===== config.mk =====
export PLATFORM = sky130hd
export DESIGN_NAME = fsw_status_unit
export DESIGN_NICKNAME = d
export VERILOG_FILES = /design/src/rtl/fsw_pkg.sv /design/src/rtl/fsw_status_unit.sv
export SDC_FILE = /design/constraint.sdc
export NUM_CORES = 1
export LEC_CHECK = 0
export BUFFER_PORTS_ARGS = -buffer_cell sky130_fd_sc_hd__buf_4
export CORE_UTILIZATION = 40
export DETAILED_ROUTE_END_ITERATION = 10
export GPL_TIMING_DRIVEN = 1
export HOLD_SLACK_MARGIN = 0.15
export PLACE_DENSITY = 0.59
export SLEW_MARGIN = 30
export SYNTH_ARGS = -nofsm -noshare
export SYNTH_HDL_FRONTEND = slang
export SYNTH_SLANG_ARGS = --single-unit

===== constraint.sdc =====
create_clock -name clk_sys -period 3.9 [get_ports clk_sys]
set_input_delay 0 -clock clk_sys [delete_from_list [all_inputs] [get_ports clk_sys]]
set_output_delay 0 -clock clk_sys [all_outputs]
set_load 0.02 [all_outputs]

===== src/rtl/fsw_pkg.sv =====
// package of constants, types and helpers for the flash status and write-enable unit
package fsw_pkg;

    // ==========================================================
    // status byte layout, msb first
    typedef struct packed {
        logic status_write_disable;
        logic quad_enable;
        logic [3:0] protect_bits;
        logic write_enable_latch;
        logic busy_flag;
    } fsw_status_s;

    localparam int BIT_BUSY = 0;
    localparam int BIT_WEL = 1;
    localparam int BIT_PROTECT_LO = 2;
    localparam int BIT_QE = 6;
    localparam int BIT_STATUS_WRITE_DISABLE = 7;

    // pins as seen from the device, all asynchronous to clk_sys
    typedef struct packed {
        logic sck;
        logic cs_n;
        logic si;
        logic wp_n;
        logic hold_n;
    } fsw_pins_s;

    // ==========================================================
    // reset and shipped values
    localparam logic BUSY_RESET = 1'b0;
    localparam logic WEL_RESET = 1'b0;
    localparam logic [3:0] PROTECT_RESET = 4'h0;
    localparam logic STATUS_WRITE_DISABLE_RESET = 1'b0;

    // ==========================================================
    // opcodes that need a prior write enable
    localparam logic [7:0] OP_PAGE_PROGRAM = 8'h02;
    localparam logic [7:0] OP_QUAD_PAGE_PROGRAM_A = 8'h32;
    localparam logic [7:0] OP_QUAD_PAGE_PROGRAM_B = 8'h38;
    localparam logic [7:0] OP_SECTOR_ERASE_A = 8'hd7;
    localparam logic [7:0] OP_SECTOR_ERASE_B = 8'h20;
    localparam logic [7:0] OP_HALF_BLOCK_ERASE = 8'h52;
    localparam logic [7:0] OP_FULL_BLOCK_ERASE = 8'hd8;
    localparam logic [7:0] OP_CHIP_ERASE_A = 8'hc7;
    localparam logic [7:0] OP_CHIP_ERASE_B = 8'h60;
    localparam logic [7:0] OP_STATUS_WRITE = 8'h01;
    localparam logic [7:0] OP_FUNC_REG_WRITE = 8'h42;
    localparam logic [7:0] OP_INFO_ROW_ERASE = 8'h64;
    localparam logic [7:0] OP_INFO_ROW_PROGRAM = 8'h62;

    // ==========================================================
    // parameter table entries served by this unit
    localparam logic [23:0] TBL_WRAP_OPCODE_ADDR = 24'h000086;
    localparam logic [7:0] TBL_WRAP_OPCODE = 8'hc0;
    localparam logic [23:0] TBL_WRAP_LEN_ADDR = 24'h000087;
    localparam logic [7:0] TBL_WRAP_LEN = 8'h64;
    localparam logic [7:0] TBL_BLANK = 8'hff;

    // ==========================================================
    // frame byte positions
    localparam logic [2:0] IDX_OPCODE = 3'h0;
    localparam logic [2:0] IDX_DATA = 3'h1;
    localparam logic [2:0] IDX_ADDR_LAST = 3'h3;
    localparam logic [2:0] IDX_DUMMY = 3'h4;
    localparam logic [2:0] LEN_ADDR_ONLY = 3'h4;
    localparam logic [2:0] LEN_ADDR_DATA = 3'h5;
    localparam logic [2:0] LEN_OPCODE_DATA = 3'h2;
    localparam logic [2:0] LEN_OPCODE_ONLY = 3'h1;

    // frame length in bytes of a gated opcode, a minimum for programs and register writes, exact for erases; zero when not gated
    function automatic logic [2:0] fsw_gated_len(input logic [7:0] op);
        case (op)
            OP_PAGE_PROGRAM, OP_QUAD_PAGE_PROGRAM_A, OP_QUAD_PAGE_PROGRAM_B,
            OP_INFO_ROW_PROGRAM: fsw_gated_len = LEN_ADDR_DATA;
            OP_SECTOR_ERASE_A, OP_SECTOR_ERASE_B, OP_HALF_BLOCK_ERASE,
            OP_FULL_BLOCK_ERASE, OP_INFO_ROW_ERASE: fsw_gated_len = LEN_ADDR_ONLY;
            OP_CHIP_ERASE_A, OP_CHIP_ERASE_B: fsw_gated_len = LEN_OPCODE_ONLY;
            OP_STATUS_WRITE, OP_FUNC_REG_WRITE: fsw_gated_len = LEN_OPCODE_DATA;
            default: fsw_gated_len = 3'h0;
        endcase
    endfunction : fsw_gated_len

endpackage : fsw_pkg


===== src/rtl/fsw_status_unit.sv =====
// status register, write-enable gating and register read-out of a serial flash
//
// Functional notes
// register read repeats same byte until deselect
// status byte field layout fixed
// busy reads one during internal cycles
// busy read-only; writes only when idle
// write enable command sets latch
// disable command or completion clears latch
// status write never touches latch
// latch low refuses all gated writes
// host sends write enable before writes
// program, block erase, status write gated
// quad program, sector, chip erase gated
// protection, quad, disable bits via status write
// shipped protect and disable bits zero
// status read command returns status byte
// protect bits mark blocks write-protected
// quad enable turns on quad output
// table byte 86h gives wrap opcode
// table byte 87h gives wrap lengths
// disable bit with protect pin locks status
// quad enable repurposes protect and hold pins
// status stays readable while busy
`timescale 1ns/1ps

module fsw_status_unit #(
    parameter int BUSY_CYCLES = 64,
    parameter logic QE_DEFAULT = 1'b0,
    parameter logic [7:0] OP_WRITE_ENABLE = 8'h06,
    parameter logic [7:0] OP_WRITE_DISABLE = 8'h04,
    parameter logic [7:0] OP_STATUS_READ = 8'h05,
    parameter logic [7:0] OP_TABLE_READ = 8'h5a
) (
    input wire logic clk_sys,
    input wire logic arst_n,
    input wire fsw_pkg::fsw_pins_s pins_in,
    output logic so_q,
    output logic so_oe_n_q,
    output fsw_pkg::fsw_status_s status_q,
    output logic quad_mode_q,
    output logic pin_ctl_en_q,
    output logic [3:0] protect_q,
    output logic op_start_q,
    output logic [7:0] op_code_q,
    output logic [23:0] op_addr_q
);
    import fsw_pkg::*;

    localparam int BUSY_W = $clog2(BUSY_CYCLES + 1);

    // ==========================================================
    // pin synchronisers
    logic [4:0] sync1_q;
    logic [4:0] sync2_q;
    logic [4:0] sync3_q;
    fsw_pins_s pin_s;
    fsw_pins_s pin_d;

    always_ff @(posedge clk_sys or negedge arst_n) begin
        if (!arst_n) begin
            // idle pin levels (sck low, cs_n high) so no false edge follows reset
            sync1_q <= 5'h0b;
            sync2_q <= 5'h0b;
            sync3_q <= 5'h0b;
        end else begin
            sync1_q <= pins_in;
            sync2_q <= sync1_q;
            sync3_q <= sync2_q;
        end
    end

    assign pin_s = sync2_q;
    assign pin_d = sync3_q;

    // ==========================================================
    // state of the status bits
    logic busy_q;
    logic wel_q;
    logic [3:0] bp_q;
    logic qe_q;
    logic status_write_disable_q;
    logic [BUSY_W-1:0] busy_cnt_q;

    // pin roles depend on quad enable
    logic hold_act;
    logic wp_low;
    assign hold_act = !qe_q && !pin_s.hold_n;
    assign wp_low = !qe_q && !pin_s.wp_n;

    // clock edges are ignored while the part is on hold or deselected
    logic sck_rise;
    logic sck_fall;
    logic frame_end;
    assign sck_rise = pin_s.sck && !pin_d.sck && !pin_s.cs_n && !hold_act;
    assign sck_fall = !pin_s.sck && pin_d.sck && !pin_s.cs_n && !hold_act;
    assign frame_end = pin_s.cs_n && !pin_d.cs_n;

    // ==========================================================
    // frame receive
    logic [2:0] bit_cnt_q;
    logic [2:0] byte_cnt_q;
    logic [6:0] rx_q;
    logic [7:0] opcode_q;
    logic [7:0] data_q;
    logic [23:0] addr_q;
    logic [7:0] byte_now;
    logic byte_done;
    logic [7:0] cur_cmd;

    assign byte_now = {rx_q, pin_s.si};
    assign byte_done = sck_rise && (bit_cnt_q == 3'h7);
    assign cur_cmd = (byte_cnt_q == IDX_OPCODE) ? byte_now : opcode_q;

    always_ff @(posedge clk_sys or negedge arst_n) begin
        if (!arst_n) begin
            bit_cnt_q <= 3'h0;
            byte_cnt_q <= 3'h0;
            rx_q <= 7'h00;
        end else if (pin_s.cs_n) begin
            bit_cnt_q <= 3'h0;
            byte_cnt_q <= 3'h0;
        end else if (sck_rise) begin
            rx_q <= byte_now[6:0];
            bit_cnt_q <= bit_cnt_q + 3'h1;
            // saturate: long data phases only need "at least" lengths
            if (bit_cnt_q == 3'h7 && byte_cnt_q != 3'h7) begin
                byte_cnt_q <= byte_cnt_q + 3'h1;
            end
        end
    end

    always_ff @(posedge clk_sys or negedge arst_n) begin
        if (!arst_n) begin
            opcode_q <= 8'h00;
            data_q <= 8'h00;
            addr_q <= 24'h000000;
        end else if (byte_done) begin
            if (byte_cnt_q == IDX_OPCODE) begin
                opcode_q <= byte_now;
            end
            if (byte_cnt_q == IDX_DATA) begin
                data_q <= byte_now;
            end
            if (byte_cnt_q != IDX_OPCODE && byte_cnt_q <= IDX_ADDR_LAST) begin
                addr_q <= {addr_q[15:0], byte_now};
            end
        end
    end

    // ==========================================================
    // command decode at deselect
    logic whole_bytes;
    logic [2:0] need_len;
    logic is_gated;
    logic len_ok;
    logic status_locked;
    logic erase_all_blocked;
    logic accept;
    logic accept_status;
    logic busy_done;

    assign whole_bytes = frame_end && (bit_cnt_q == 3'h0) && (byte_cnt_q != 3'h0);
    assign need_len = fsw_gated_len(opcode_q);
    assign is_gated = (need_len != 3'h0);
    assign len_ok = (opcode_q == OP_STATUS_WRITE || opcode_q == OP_FUNC_REG_WRITE ||
                     opcode_q == OP_PAGE_PROGRAM || opcode_q == OP_QUAD_PAGE_PROGRAM_A ||
                     opcode_q == OP_QUAD_PAGE_PROGRAM_B || opcode_q == OP_INFO_ROW_PROGRAM) ?
                    (byte_cnt_q >= need_len) : (byte_cnt_q == need_len);
    assign status_locked = status_write_disable_q && wp_low;
    // whole-chip erase only runs with no block protected
    assign erase_all_blocked = (opcode_q == OP_CHIP_ERASE_A || opcode_q == OP_CHIP_ERASE_B) &&
                               (bp_q != 4'h0);
    // the host is expected to arm the latch first; without it nothing starts
    assign accept = whole_bytes && is_gated && len_ok && wel_q && !busy_q &&
                    !erase_all_blocked &&
                    !(opcode_q == OP_STATUS_WRITE && status_locked);
    assign accept_status = accept && (opcode_q == OP_STATUS_WRITE);
    assign busy_done = busy_q && (busy_cnt_q == BUSY_W'(BUSY_CYCLES - 1));

    // ==========================================================
    // busy flag and internal cycle timer
    always_ff @(posedge clk_sys or negedge arst_n) begin
        if (!arst_n) begin
            busy_q <= BUSY_RESET;
            busy_cnt_q <= '0;
        end else if (accept) begin
            busy_q <= 1'b1;
            busy_cnt_q <= '0;
        end else if (busy_done) begin
            busy_q <= 1'b0;
        end else if (busy_q) begin
            busy_cnt_q <= busy_cnt_q + BUSY_W'(1);
        end
    end

    // ==========================================================
    // write enable latch
    logic set_wel;
    logic clr_wel;
    assign set_wel = whole_bytes && byte_cnt_q == LEN_OPCODE_ONLY &&
                     opcode_q == OP_WRITE_ENABLE;
    assign clr_wel = (whole_bytes && byte_cnt_q == LEN_OPCODE_ONLY &&
                      opcode_q == OP_WRITE_DISABLE) || busy_done;

    always_ff @(posedge clk_sys or negedge arst_n) begin
        if (!arst_n) begin
            wel_q <= WEL_RESET;
        end else if (set_wel) begin
            // set wins if completion lands on the same edge
            wel_q <= 1'b1;
        end else if (clr_wel) begin
            wel_q <= 1'b0;
        end
    end

    // ==========================================================
    // non-volatile bits; flops stand in for the cells, so reset reloads
    // the shipped values rather than what was last written
    always_ff @(posedge clk_sys or negedge arst_n) begin
        if (!arst_n) begin
            bp_q <= PROTECT_RESET;
            status_write_disable_q <= STATUS_WRITE_DISABLE_RESET;
            qe_q <= QE_DEFAULT;
        end else if (accept_status) begin
            bp_q <= data_q[BIT_PROTECT_LO +: 4];
            qe_q <= data_q[BIT_QE];
            status_write_disable_q <= data_q[BIT_STATUS_WRITE_DISABLE];
        end
    end

    // ==========================================================
    // array operation hand-off
    always_ff @(posedge clk_sys or negedge arst_n) begin
        if (!arst_n) begin
            op_start_q <= 1'b0;
            op_code_q <= 8'h00;
            op_addr_q <= 24'h000000;
        end else begin
            op_start_q <= accept && !accept_status;
            if (accept && !accept_status) begin
                op_code_q <= opcode_q;
                op_addr_q <= addr_q;
            end
        end
    end

    // ==========================================================
    // read-out path
    fsw_status_s live_status;
    logic [7:0] tx_q;
    logic [23:0] rd_ptr_q;
    logic reading_q;
    logic drive_q;
    logic [7:0] tbl_byte;

    always_comb begin
        live_status = '0;
        live_status.status_write_disable = status_write_disable_q;
        live_status.quad_enable = qe_q;
        live_status.protect_bits = bp_q;
        live_status.write_enable_latch = wel_q;
        live_status.busy_flag = busy_q;
    end

    always_comb begin
        tbl_byte = TBL_BLANK;
        if (rd_ptr_q == TBL_WRAP_OPCODE_ADDR) begin
            tbl_byte = TBL_WRAP_OPCODE;
        end else if (rd_ptr_q == TBL_WRAP_LEN_ADDR) begin
            tbl_byte = TBL_WRAP_LEN;
        end
    end

    // each byte boundary reloads; status is resampled every byte so a
    // polling host sees busy fall without reselecting
    always_ff @(posedge clk_sys or negedge arst_n) begin
        if (!arst_n) begin
            tx_q <= 8'h00;
            rd_ptr_q <= 24'h000000;
            reading_q <= 1'b0;
        end else if (pin_s.cs_n) begin
            reading_q <= 1'b0;
        end else if (byte_done) begin
            if (cur_cmd == OP_STATUS_READ) begin
                tx_q <= live_status;
                reading_q <= 1'b1;
            end else if (cur_cmd == OP_TABLE_READ) begin
                if (byte_cnt_q == IDX_ADDR_LAST) begin
                    rd_ptr_q <= {addr_q[15:0], byte_now};
                end else if (byte_cnt_q >= IDX_DUMMY) begin
                    tx_q <= tbl_byte;
                    rd_ptr_q <= rd_ptr_q + 24'h000001;
                    reading_q <= 1'b1;
                end
            end
        end else if (sck_fall && reading_q) begin
            tx_q <= {tx_q[6:0], 1'b0};
        end
    end

    // data changes on the falling clock edge for the host's next rising edge
    always_ff @(posedge clk_sys or negedge arst_n) begin
        if (!arst_n) begin
            so_q <= 1'b0;
            drive_q <= 1'b0;
        end else if (pin_s.cs_n) begin
            drive_q <= 1'b0;
        end else if (sck_fall && reading_q) begin
            so_q <= tx_q[7];
            drive_q <= 1'b1;
        end
    end

    // output released on hold and on deselect
    always_ff @(posedge clk_sys or negedge arst_n) begin
        if (!arst_n) begin
            so_oe_n_q <= 1'b1;
        end else begin
            so_oe_n_q <= !(drive_q && !pin_s.cs_n && !hold_act);
        end
    end

    // ==========================================================
    // registered view of the status and pin roles
    always_ff @(posedge clk_sys or negedge arst_n) begin
        if (!arst_n) begin
            status_q <= '0;
            quad_mode_q <= 1'b0;
            pin_ctl_en_q <= 1'b1;
            protect_q <= PROTECT_RESET;
        end else begin
            status_q <= live_status;
            quad_mode_q <= qe_q;
            pin_ctl_en_q <= !qe_q;
            protect_q <= bp_q;
        end
    end

endmodule : fsw_status_unit


# After elaboration in Yosys (flattened, before gate mapping)
# Index checks and enable logic that the tools add are counted.
[totals]
reg_bits = 161
latch_bits = 0
ramBits = 0
romBits = 0
out_inout_bits = 49
wordCells = 183
mem_count = 0
[op_classes]
n_addsub = 4
n_mul = 0
div = 0
n_lt_le_gt_ge = 3
n_eq_ne = 30
n_shift = 0
muxes = 33
bitwise = 2
n_reduce_logical = 81
[ops]
columns = ["operator", "n"]
rows = [
  ["8-bit two-way mux", 9],
  ["24-bit by 8-bit equality test with 1-bit output, second input constant", 2],
  ["8-bit by 7-bit equality test with 1-bit output, second input constant", 6],
  ["24-bit two-way mux", 2],
  ["1-bit logical AND", 32],
  ["24-bit by 1-bit adder with 24-bit output, second input constant", 1],
  ["8-bit by 3-bit equality test with 1-bit output, second input constant", 3],
  ["8-bit by 6-bit equality test with 1-bit output, second input constant", 3],
  ["8-bit equality test, second input constant", 3],
  ["7-bit two-way mux", 3],
  ["2-bit nonzero test", 9],
  ["3-bit two-way mux", 5],
  ["1-bit logical NOT", 13],
  ["1-bit two-way mux", 13],
  ["3-bit case mux with 4 select lines", 1],
  ["2-bit AND reduction", 6],
  ["3-bit nonzero test", 4],
  ["5-bit AND reduction", 2],
  ["3-bit != test, second input constant", 3],
  ["8-bit by 1-bit equality test with 1-bit output, second input constant", 1],
  ["8-bit by 2-bit equality test with 1-bit output, second input constant", 1],
  ["7-bit by 1-bit adder with 7-bit output, second input constant", 1],
  ["7-bit by 6-bit equality test with 1-bit output, second input constant", 1],
  ["1-bit logical OR", 7],
  ["other kinds (17)", 22],
]

# Depth between registers and ports, before layout
# Gate-level depths: netlist of the first run.
[depth]
depth_word = 15
mapped_depth = 13
ltp_nobuf = 11

# Least setup slack after synthesis of the first run
# OpenSTA, ideal clock, no wires.
[synth_timing]
path_type = "flip-flop to flip-flop"
startpoint = "reg opcode_q[6]"
endpoint = "reg op_addr_q[10]"
setup_ns = 0.125
t_arrival_ns = 3.229
required_time_ns = 3.775
slack_ns = 0.545
path_stages_with_launch = 14
synth_period_minus_slack_ns = 3.355
path_cell_list = "dfrtp_1 > buf_4 > and4bb_2 > nand4_1 > a21oi_1 > or2_2 > ha_1 > nand2b_1 > a211oi_1 > or4_4 > a21o_4 > nor4_4 > buf_6 > mux2_4"
[synth_between]
elab_chain_len = 15
elab_cells_between_ends = 41
cone_classes = "order compare: 1; eq/ne: 14; mux: 2; reduce/logical: 24"
[synth_lines]
columns = ["element", "line_no", "rtl"]
rows = [
  ["start, declared", "fsw_status_unit.sv:104", "logic [7:0] opcode_q;"],
  ["start signal, assigned", "fsw_status_unit.sv:140", "opcode_q <= byte_now;"],
  ["parallel branches: the longest is 14 deep, another holds 3-bit >= comparator", "--", ""],
  ["1-bit logical AND *", "fsw_status_unit.sv:241", "if (accept && !accept_status) begin"],
  ["end signal, assigned", "fsw_status_unit.sv:243", "op_addr_q <= addr_q;"],
  ["end, declared", "fsw_status_unit.sv:46", "output logic [23:0] op_addr_q"],
]
# Mark *: on every way between the ends.
# A chain may end at the register's enable or synchronous reset.

# Worst setup path after layout of the first run
[layout_timing]
startpoint = "reg opcode_q[6]"
endpoint = "reg op_addr_q[0]"
# The elaborated chain is that of the path after synthesis.

==> impl_summary.txt, run 1 <==
----------------------------------------------------
[Run status]
  Status ... finished, final reports clean

[Synthesis]
  Number of instances in the synthesized netlist ... 616
  Number of library cell types mapped by synthesis ... 72
  Synth warn ... 0
  Synthesized netlist net count ... 638
  Commonest cells in the synthesized netlist ... dfrtp_1, mux2_2, nor2_1, nand2_1, a21oi_1
  Cell area after synthesis ... 7330 um2
  Dominant cells by area after synthesis ... dfrtp_1, mux2_2, mux2_4
  Number of synthesized flops with an enable pin ... 0
  Avg Inst Size Synth ... 11.9 um2
  Share of synthesized area occupied by flip-flops and latches ... 53.4%
  Cell type contributing the most total cell area after synthesis ... dfrtp_1
  Proportion of synthesized flip-flops having asynchronous set or reset ... 100%
  Most common cell in the netlist ... dfrtp_1
  Area share of the largest cell type after synthesis ... 50.2%
  Primary flip-flop cell chosen by synthesis mapping ... dfrtp_1
  Post-synthesis register bit count ... 156

[Timing]
  Final setup vio count ... 0
  Worst relative slew slack ... 43.9%
  Post-route setup TNS ... 0 ns
  Worst hold slack across all endpoints ... 0.220 ns
  Post-route setup slack ... 0.185 ns
  Share of the clock period used by the worst path after layout ... 95.3%
  Final-report hold violation count ... 0
  Min cycle time layout ... approximately 3.7 ns
  RSZ-0062 raised after global routing ... false
  Maximum clock rate ... 269 MHz
  Transition at the pin with the smallest max-transition slack ... about 0.84 ns
  Clock Skew ... 0.0116 ns
  Max Slew Vio Count ... 0

[Clock network]
  Clock Path Buffers ... 2
  Clock tree from TritonCTS ... yes
  CTS H-tree lvls ... 4
  Num CTS Buffers ... 17
  Number of clock sinks ... 156
  Clock network latency to the later pin of the worst-skew pair ... 0.43 ns
  Library cell used as clock root buffer ... clkbuf_16
  Total of cells resized after clock tree synthesis ... 0
  Clock transition at the registers of the reported paths ... 0.06 ns
  Hold-fix buffer count after cts ... 6
  Count of buffers added by post-CTS timing repair for setup ... 0

[Floorplanning]
  Row count ... 49
  Effective utilization at floorplan ... 40.8%
  Horizontal extent of the die ... between 100 and 150 um
  Floorplan die area ... 18900 um2
  Area of the placeable core ... 18000 um2
  Die height ... 137 um
  Boundary pin count ... 56

[Drt]
  Residual DRC ... 0
  Number of vias after detailed routing ... 5031
  Routed length per placed instance ... 17.6 um
  DRT Pass-1 Iters ... 5
  Final ANT Viol Nets ... 0
  Detailed Route WL ... between 15000 and 20000 um
  Number of vias per cell ... roughly 5.5
  First DRT Iteration DRCs ... 393

[Power and ir drop]
  Design internal power ... 0.00264 W
  Switching part of the total ... 23.1%
  Power per cell area ... between 300 and 400 nW/um2
  Reg power frac ... 49.8%
  Part of the power in the clock network ... 47.6%
  Peak supply drop ... 297 uV
  Leakage power of the design ... 4.01 nW
  Part of the total power dissipated in combinational logic ... 2.6%
  Reported net switching power ... about 0.0008 W

[GRT]
  Wire length of the first global-routing pass ... 26300 um
  Maximum number of pins on one net before global-route repair ... between 100 and 150
  GR Overflow Total ... 0
  Vias in the first global route ... 4908
  Initial antenna violation count ... 0
  GRT Resource Usage Total ... a little under a fifth

[Min path]
  Worst hold path endpoint ... sync1_q[1]
  Hold Crit Depth ... 2
  Start point of the worst min-delay path ... pins_in[1]
  Hold Crit Class ... in -> reg

[Final layout]
  Fraction of layout instances using a drive strength above 1 ... 29.4%
  Post-layout nets ... 693
  Final instance area ... 8600 um2
  Filler Cell Count ... 1611
  Area added between synthesis and finish ... 17.2%
  Count of inserted antenna diode cells ... 0

[Critical path]
  Capture point of the worst reg-to-reg path ... op_addr_q[0]
  Highest net fanout along the worst path ... 32
  Worst reg2reg path startpoint ... opcode_q[6]
  Startpoint type of the worst setup path ... register
  Setup slack on the worst flop-to-flop path ... 0.19 ns
  Required time worst endpoint ... between 4 and 5 ns
  Number of cells traversed by the worst register-to-register path ... 12
  Crit path capture type ... register
  Startpoint-to-endpoint class of the critical path ... reg -> reg
  Worst path arrival time ... 4.02 ns

[Run]
  Count of maximum capacitance violations ... 0

[Placement]
  Setup slack after placement ... between 0.2 and 0.25 ns
  Post-DP Area ... 7950 um2
  Sum of net half-perimeters after detailed placement ... 10900 um
  IO buf count ... 55
  Gp weighted congestion ... 0.861

----------------------------------------------------
==> cell type report <==
cell class | count | area [um2] | area share (%)
clock buffers | 21 | 480 | 5.59
clock inverters | 11 | 109 | 1.27
inverters | 23 | 86.3 | 1.00
multi-input cells | 400 | 3140 | 36.5
flip-flops and latches | 156 | 3920 | 45.5
well taps | 229 | 287 | 3.33
repair buffers | 73 | 582 | 6.77
==> critical path, cell delays in order (launching register included) <==
cell	delay, ns
dfrtp_1	0.56
nor3b_1	0.35
nand4b_1	0.14
a21oi_1	0.38
or2_2	0.19
ha_1	0.14
nand2b_1	0.11
a211oi_1	0.07
or4_4	0.55
a21o_4	0.23
nor4_4	0.21
buf_12	0.27
mux2_2	0.36
==> cells in the final DEF (no fill, tap or decap), types with 4 or more instances in the layout <==
| master | n |
|---|---|
| and3_1 | 7 |
| o22ai_1 | 16 |
| nor3_1 | 6 |
| mux2_2 | 54 |
| or3_1 | 6 |
| clkbuf_16 | 17 |
| o31ai_1 | 5 |
| nand2_1 | 29 |
| o21a_1 | 5 |
| nor2b_1 | 4 |
| nand4_1 | 10 |
| a31oi_1 | 7 |
| a21o_1 | 6 |
| mux2_1 | 9 |
| and2_1 | 4 |
| clkbuf_8 | 5 |
| nand2b_1 | 5 |
| dfstp_2 | 9 |
| nor2_1 | 35 |
| and4_1 | 11 |
| nor4_1 | 10 |
| clkinvlp_4 | 4 |
| dfrtp_1 | 147 |
| a22o_1 | 4 |
| ha_1 | 15 |
| nor4_4 | 4 |
| o21ai_0 | 21 |
| mux2i_1 | 4 |
| buf_4 | 65 |
| mux2_4 | 20 |
| o2bb2ai_1 | 5 |
| o211ai_1 | 5 |
| inv_1 | 23 |
| nand3_1 | 17 |
| dlygate4sd3_1 | 6 |
| a21oi_1 | 25 |
==> flip-flops by register name, indices dropped and copies added (netlist names), 4 cells and up <==
signal and cells:
sync1_q 5, op_addr_q 24, pin_s 5, rx_q 7
bp_q 4, opcode_q 8, protect_q 4, tx_q 8
op_code_q 8, rd_ptr_q 24, addr_q 24, data_q 6
busy_cnt_q 7
==> how the worst max path moves through the flow <==
stage / start / end / slack [ns] / depth (start not counted)
detailed placement: opcode_q[6] / op_addr_q[1] / 0.23 / 12
CTS: opcode_q[6] / op_addr_q[1] / 0.21 / 12
finish: opcode_q[6] / op_addr_q[0] / 0.19 / 12
global route: opcode_q[6] / op_addr_q[22] / 0.03 / 12
global placement: opcode_q[3] / op_addr_q[1] / 0.40 / 12
floorplan: opcode_q[6] / op_addr_q[10] / 0.55 / 13
==> power by group through the flow <==
| stage | Combinational, W | Clock, W | Sequential, W |
|---|---|---|---|
| after CTS | 0.0000929 | 0.00166 | 0.00171 |
| after global placement | 0.0000849 | 0 | 0.00174 |
| final | 0.0000895 | 0.00163 | 0.00171 |
| after global routing | 0.000102 | 0.00173 | 0.00171 |
| after detailed placement | 0.0000878 | 0 | 0.00174 |
| after floorplan | 0.0000411 | 0 | 0.00170 |
==> routing by layer <==
metal	global-route usage, %	up-vias	wire length (um)
met4	5.98	0	191
met5	0	-	0
li1	-	2377	-
met1	26.4	2541	7890
met2	27.1	96	7470
met3	4.08	17	543
==> cells by family (layout without fill, tap and decap cells) <==
kind of cell | count (synthesis) | count (layout) | share of synthesized area, %
AO/OA/AOI/OAI | 120 | 120 | 11.1
XOR/XNOR | 4 | 4 | 0.478
adder cells (fa/ha/maj) | 15 | 15 | 2.56
buffers and inverters | 60 | 128 | 3.84
flip-flops | 156 | 156 | 53.4
multiplexers | 87 | 87 | 14.3
AND/OR/NAND/NOR | 174 | 174 | 14.3
==> metrics by stage <==
stage,total power (W),util [%],std cells
2_1_floorplan,0.00174,-,616
3_3_place_gp,0.00182,44.2,875
3_5_place_dp,0.00182,44.2,875
4_1_cts,0.00346,47.9,913
5_1_grt,0.00354,47.9,913
6_report,0.00343,47.9,913
No activity file was read; power rests on OpenSTA's default activity.
==> inputs of run 2 (changes only) <==
--- a/config.mk
+++ b/config.mk
@@ -7,4 +7,6 @@
 export LEC_CHECK = 0
 export BUFFER_PORTS_ARGS = -buffer_cell sky130_fd_sc_hd__buf_4
+export CAP_MARGIN = 40
+export CORE_MARGIN = 2
 export CORE_UTILIZATION = 40
 export DETAILED_ROUTE_END_ITERATION = 10
==> constraint.sdc (replaced) <==
create_clock -name clk_sys -period 3.9 [get_ports clk_sys]
set_input_delay 0.78 -clock clk_sys [delete_from_list [all_inputs] [get_ports clk_sys]]
set_output_delay 0.78 -clock clk_sys [all_outputs]
set_load 0.02 [all_outputs]
==> impl_summary.txt, run 2 (same netlist as run 1, synthesis figures left out) <==
----------------------------------------------------
[GRT]
  GRT Resource Usage Total ... between 15 and 20%
  Initial antenna violation count ... 0
  Maximum number of pins on one net before global-route repair ... 92
  Vias in the first global route ... just under 5k
  GR Overflow Total ... 0
  Wire length of the first global-routing pass ... 26300 um

[Power and ir drop]
  Leakage power of the design ... a little over 4 nW
  Peak supply drop ... 341 uV
  Power per cell area ... about 420 nW/um2

[Placement]
  IO buf count ... 55
  Gp weighted congestion ... between 0.8 and 0.9
  Sum of net half-perimeters after detailed placement ... ~11000 um
  Cell count after placement ... 875

[Timing]
  Clock Skew ... 0.00962 ns
  Min cycle time layout ... 3.66 ns
  Share of the clock period used by the worst path after layout ... 93.9%
  Max Slew Vio Count ... 0
  Worst relative slew slack ... 47.5%
  Final setup vio count ... 0
  Final-report hold violation count ... 0
  Post-route setup TNS ... 0 ns
  RSZ-0062 raised after global routing ... false
  Transition at the pin with the smallest max-transition slack ... 0.781 ns
  Maximum clock rate ... between 200 and 300 MHz

[Final layout]
  Area added between synthesis and finish ... 17.5%
  Largest registers ... addr_q x24, op_addr_q x24, rd_ptr_q x24
  Commonest non-fill, non-tap cells in the layout ... dfrtp_1, buf_4, mux2_2
  Commonest non-fill, non-tap cell in the layout ... dfrtp_1
  Post-route insts no fill ... 908
  Fraction of layout instances using a drive strength above 1 ... 29.6%
  Post-layout nets ... 688
  Count of inserted antenna diode cells ... 0

[Clock network]
  Num CTS Buffers ... 17
  Total of cells resized after clock tree synthesis ... 0
  Number of clock sinks ... approximately 160
  Hold-fix buffer count after cts ... 0
  Clock transition at the registers of the reported paths ... ~0.060 ns
  Clock Path Buffers ... 2
  Count of buffers added by post-CTS timing repair for setup ... 0
  CTS H-tree lvls ... 4
  Clock network latency to the later pin of the worst-skew pair ... between 0.4 and 0.5 ns
  Library cell used as clock root buffer ... clkbuf_16
  Clock tree from TritonCTS ... yes

[Critical path]
  Required time worst endpoint ... 4.21 ns
  Startpoint-to-endpoint class of the critical path ... reg -> reg
  Highest net fanout along the worst path ... 32
  Worst path arrival time ... 3.97 ns
  Crit path capture type ... register
  Startpoint type of the worst setup path ... register

[Floorplanning]
  Die height ... 139 um
  Boundary pin count ... 56
  Floorplan die area ... 19400 um2
  Horizontal extent of the die ... 139 um
  Area of the placeable core ... roughly 18000 um2
  Row count ... 49
  Effective utilization at floorplan ... 40.8%

[Drt]
  First DRT Iteration DRCs ... 335
  Number of vias after detailed routing ... about 5.0k
  Residual DRC ... 0
  Detailed Route WL ... 15900 um
  Final ANT Viol Nets ... 0
  Routed length per placed instance ... roughly 18 um
  Number of vias per cell ... 5.49
  DRT Pass-1 Iters ... 5

[Min path]
  Hold Crit Class ... in -> async

[Run status]
  Status ... finished, final reports clean

[Run]
  Count of maximum capacitance violations ... 0

----------------------------------------------------
run 2: worst paths after layout:
kind,start,slack (ns),depth (start not counted),end
worst max-delay path,opcode_q[6],0.24,12,op_addr_q[0]
max in group asynchronous,arst_n,2.65,3,so_oe_n_q
worst min register to register,sync1_q[4],0.35,0,pin_s[4]
worst max register to register,opcode_q[6],0.24,12,op_addr_q[0]
worst min-delay path,arst_n,0.21,1,busy_cnt_q[4]
min in group clk_sys,sync1_q[4],0.35,0,pin_s[4]
run 2: final cells by class:
class | instances | area [um2]
fillers | 1580 | 9350
clock buffers | 20 | 457
clock inverters | 12 | 184
repair buffers | 68 | 547
flip-flops and latches | 156 | 3920
well taps | 229 | 287
inverters | 23 | 86.3
multi-input cells | 400 | 3140
run 2: worst max-delay path: stages (launching register included):
cell and delay [ns]:
dfrtp_1 0.56, nor3b_1 0.31, nand4b_1 0.13, a21oi_1 0.39, or2_2 0.19, ha_1 0.14, nand2b_1 0.10, a211oi_1 0.07
or4_4 0.56, a21o_4 0.23, nor4_4 0.21, buf_12 0.27, mux2_2 0.36
run 2: power breakdown:
| part | internal (W) | switching (W) | total, W |
|---|---|---|---|
| registers | 0.00165 | 0.0000608 | 0.00171 |
| clock network | 0.00111 | 0.000676 | 0.00179 |
| logic | 0.0000373 | 0.0000521 | 0.0000894 |
| total | 0.00280 | 0.000788 | 0.00359 |
run 2: routing by layer:
metal | part of all wire [%] | global-route usage (%) | up-vias | routed length [um]
li1 | - | - | 2364 | -
met1 | 50 | 25.0 | 2504 | 7960
met2 | 46 | 24.9 | 101 | 7270
met3 | 3.1 | 3.54 | 19 | 499
met4 | 1.3 | 5.26 | 0 | 205
met5 | 0 | 0 | - | 0
run 2: stage by stage:
| step | setup slack, ns | util (%) | cell area [um2] | hold slack [ns] | total power, W |
|---|---|---|---|---|---|
| finish | 0.237 | 48.0 | 8620 | 0.209 | 0.00359 |
| global route | 0.0426 | 48.0 | 8620 | 0.204 | 0.00371 |
| CTS | 0.241 | 47.8 | 8590 | 0.353 | 0.00362 |
| detailed placement | 0.250 | 44.2 | 7950 | 0.339 | 0.00182 |
| global placement | 0.395 | 44.2 | 7950 | 0.335 | 0.00182 |
| floorplan | 0.545 | - | 7330 | 0.331 | 0.00174 |
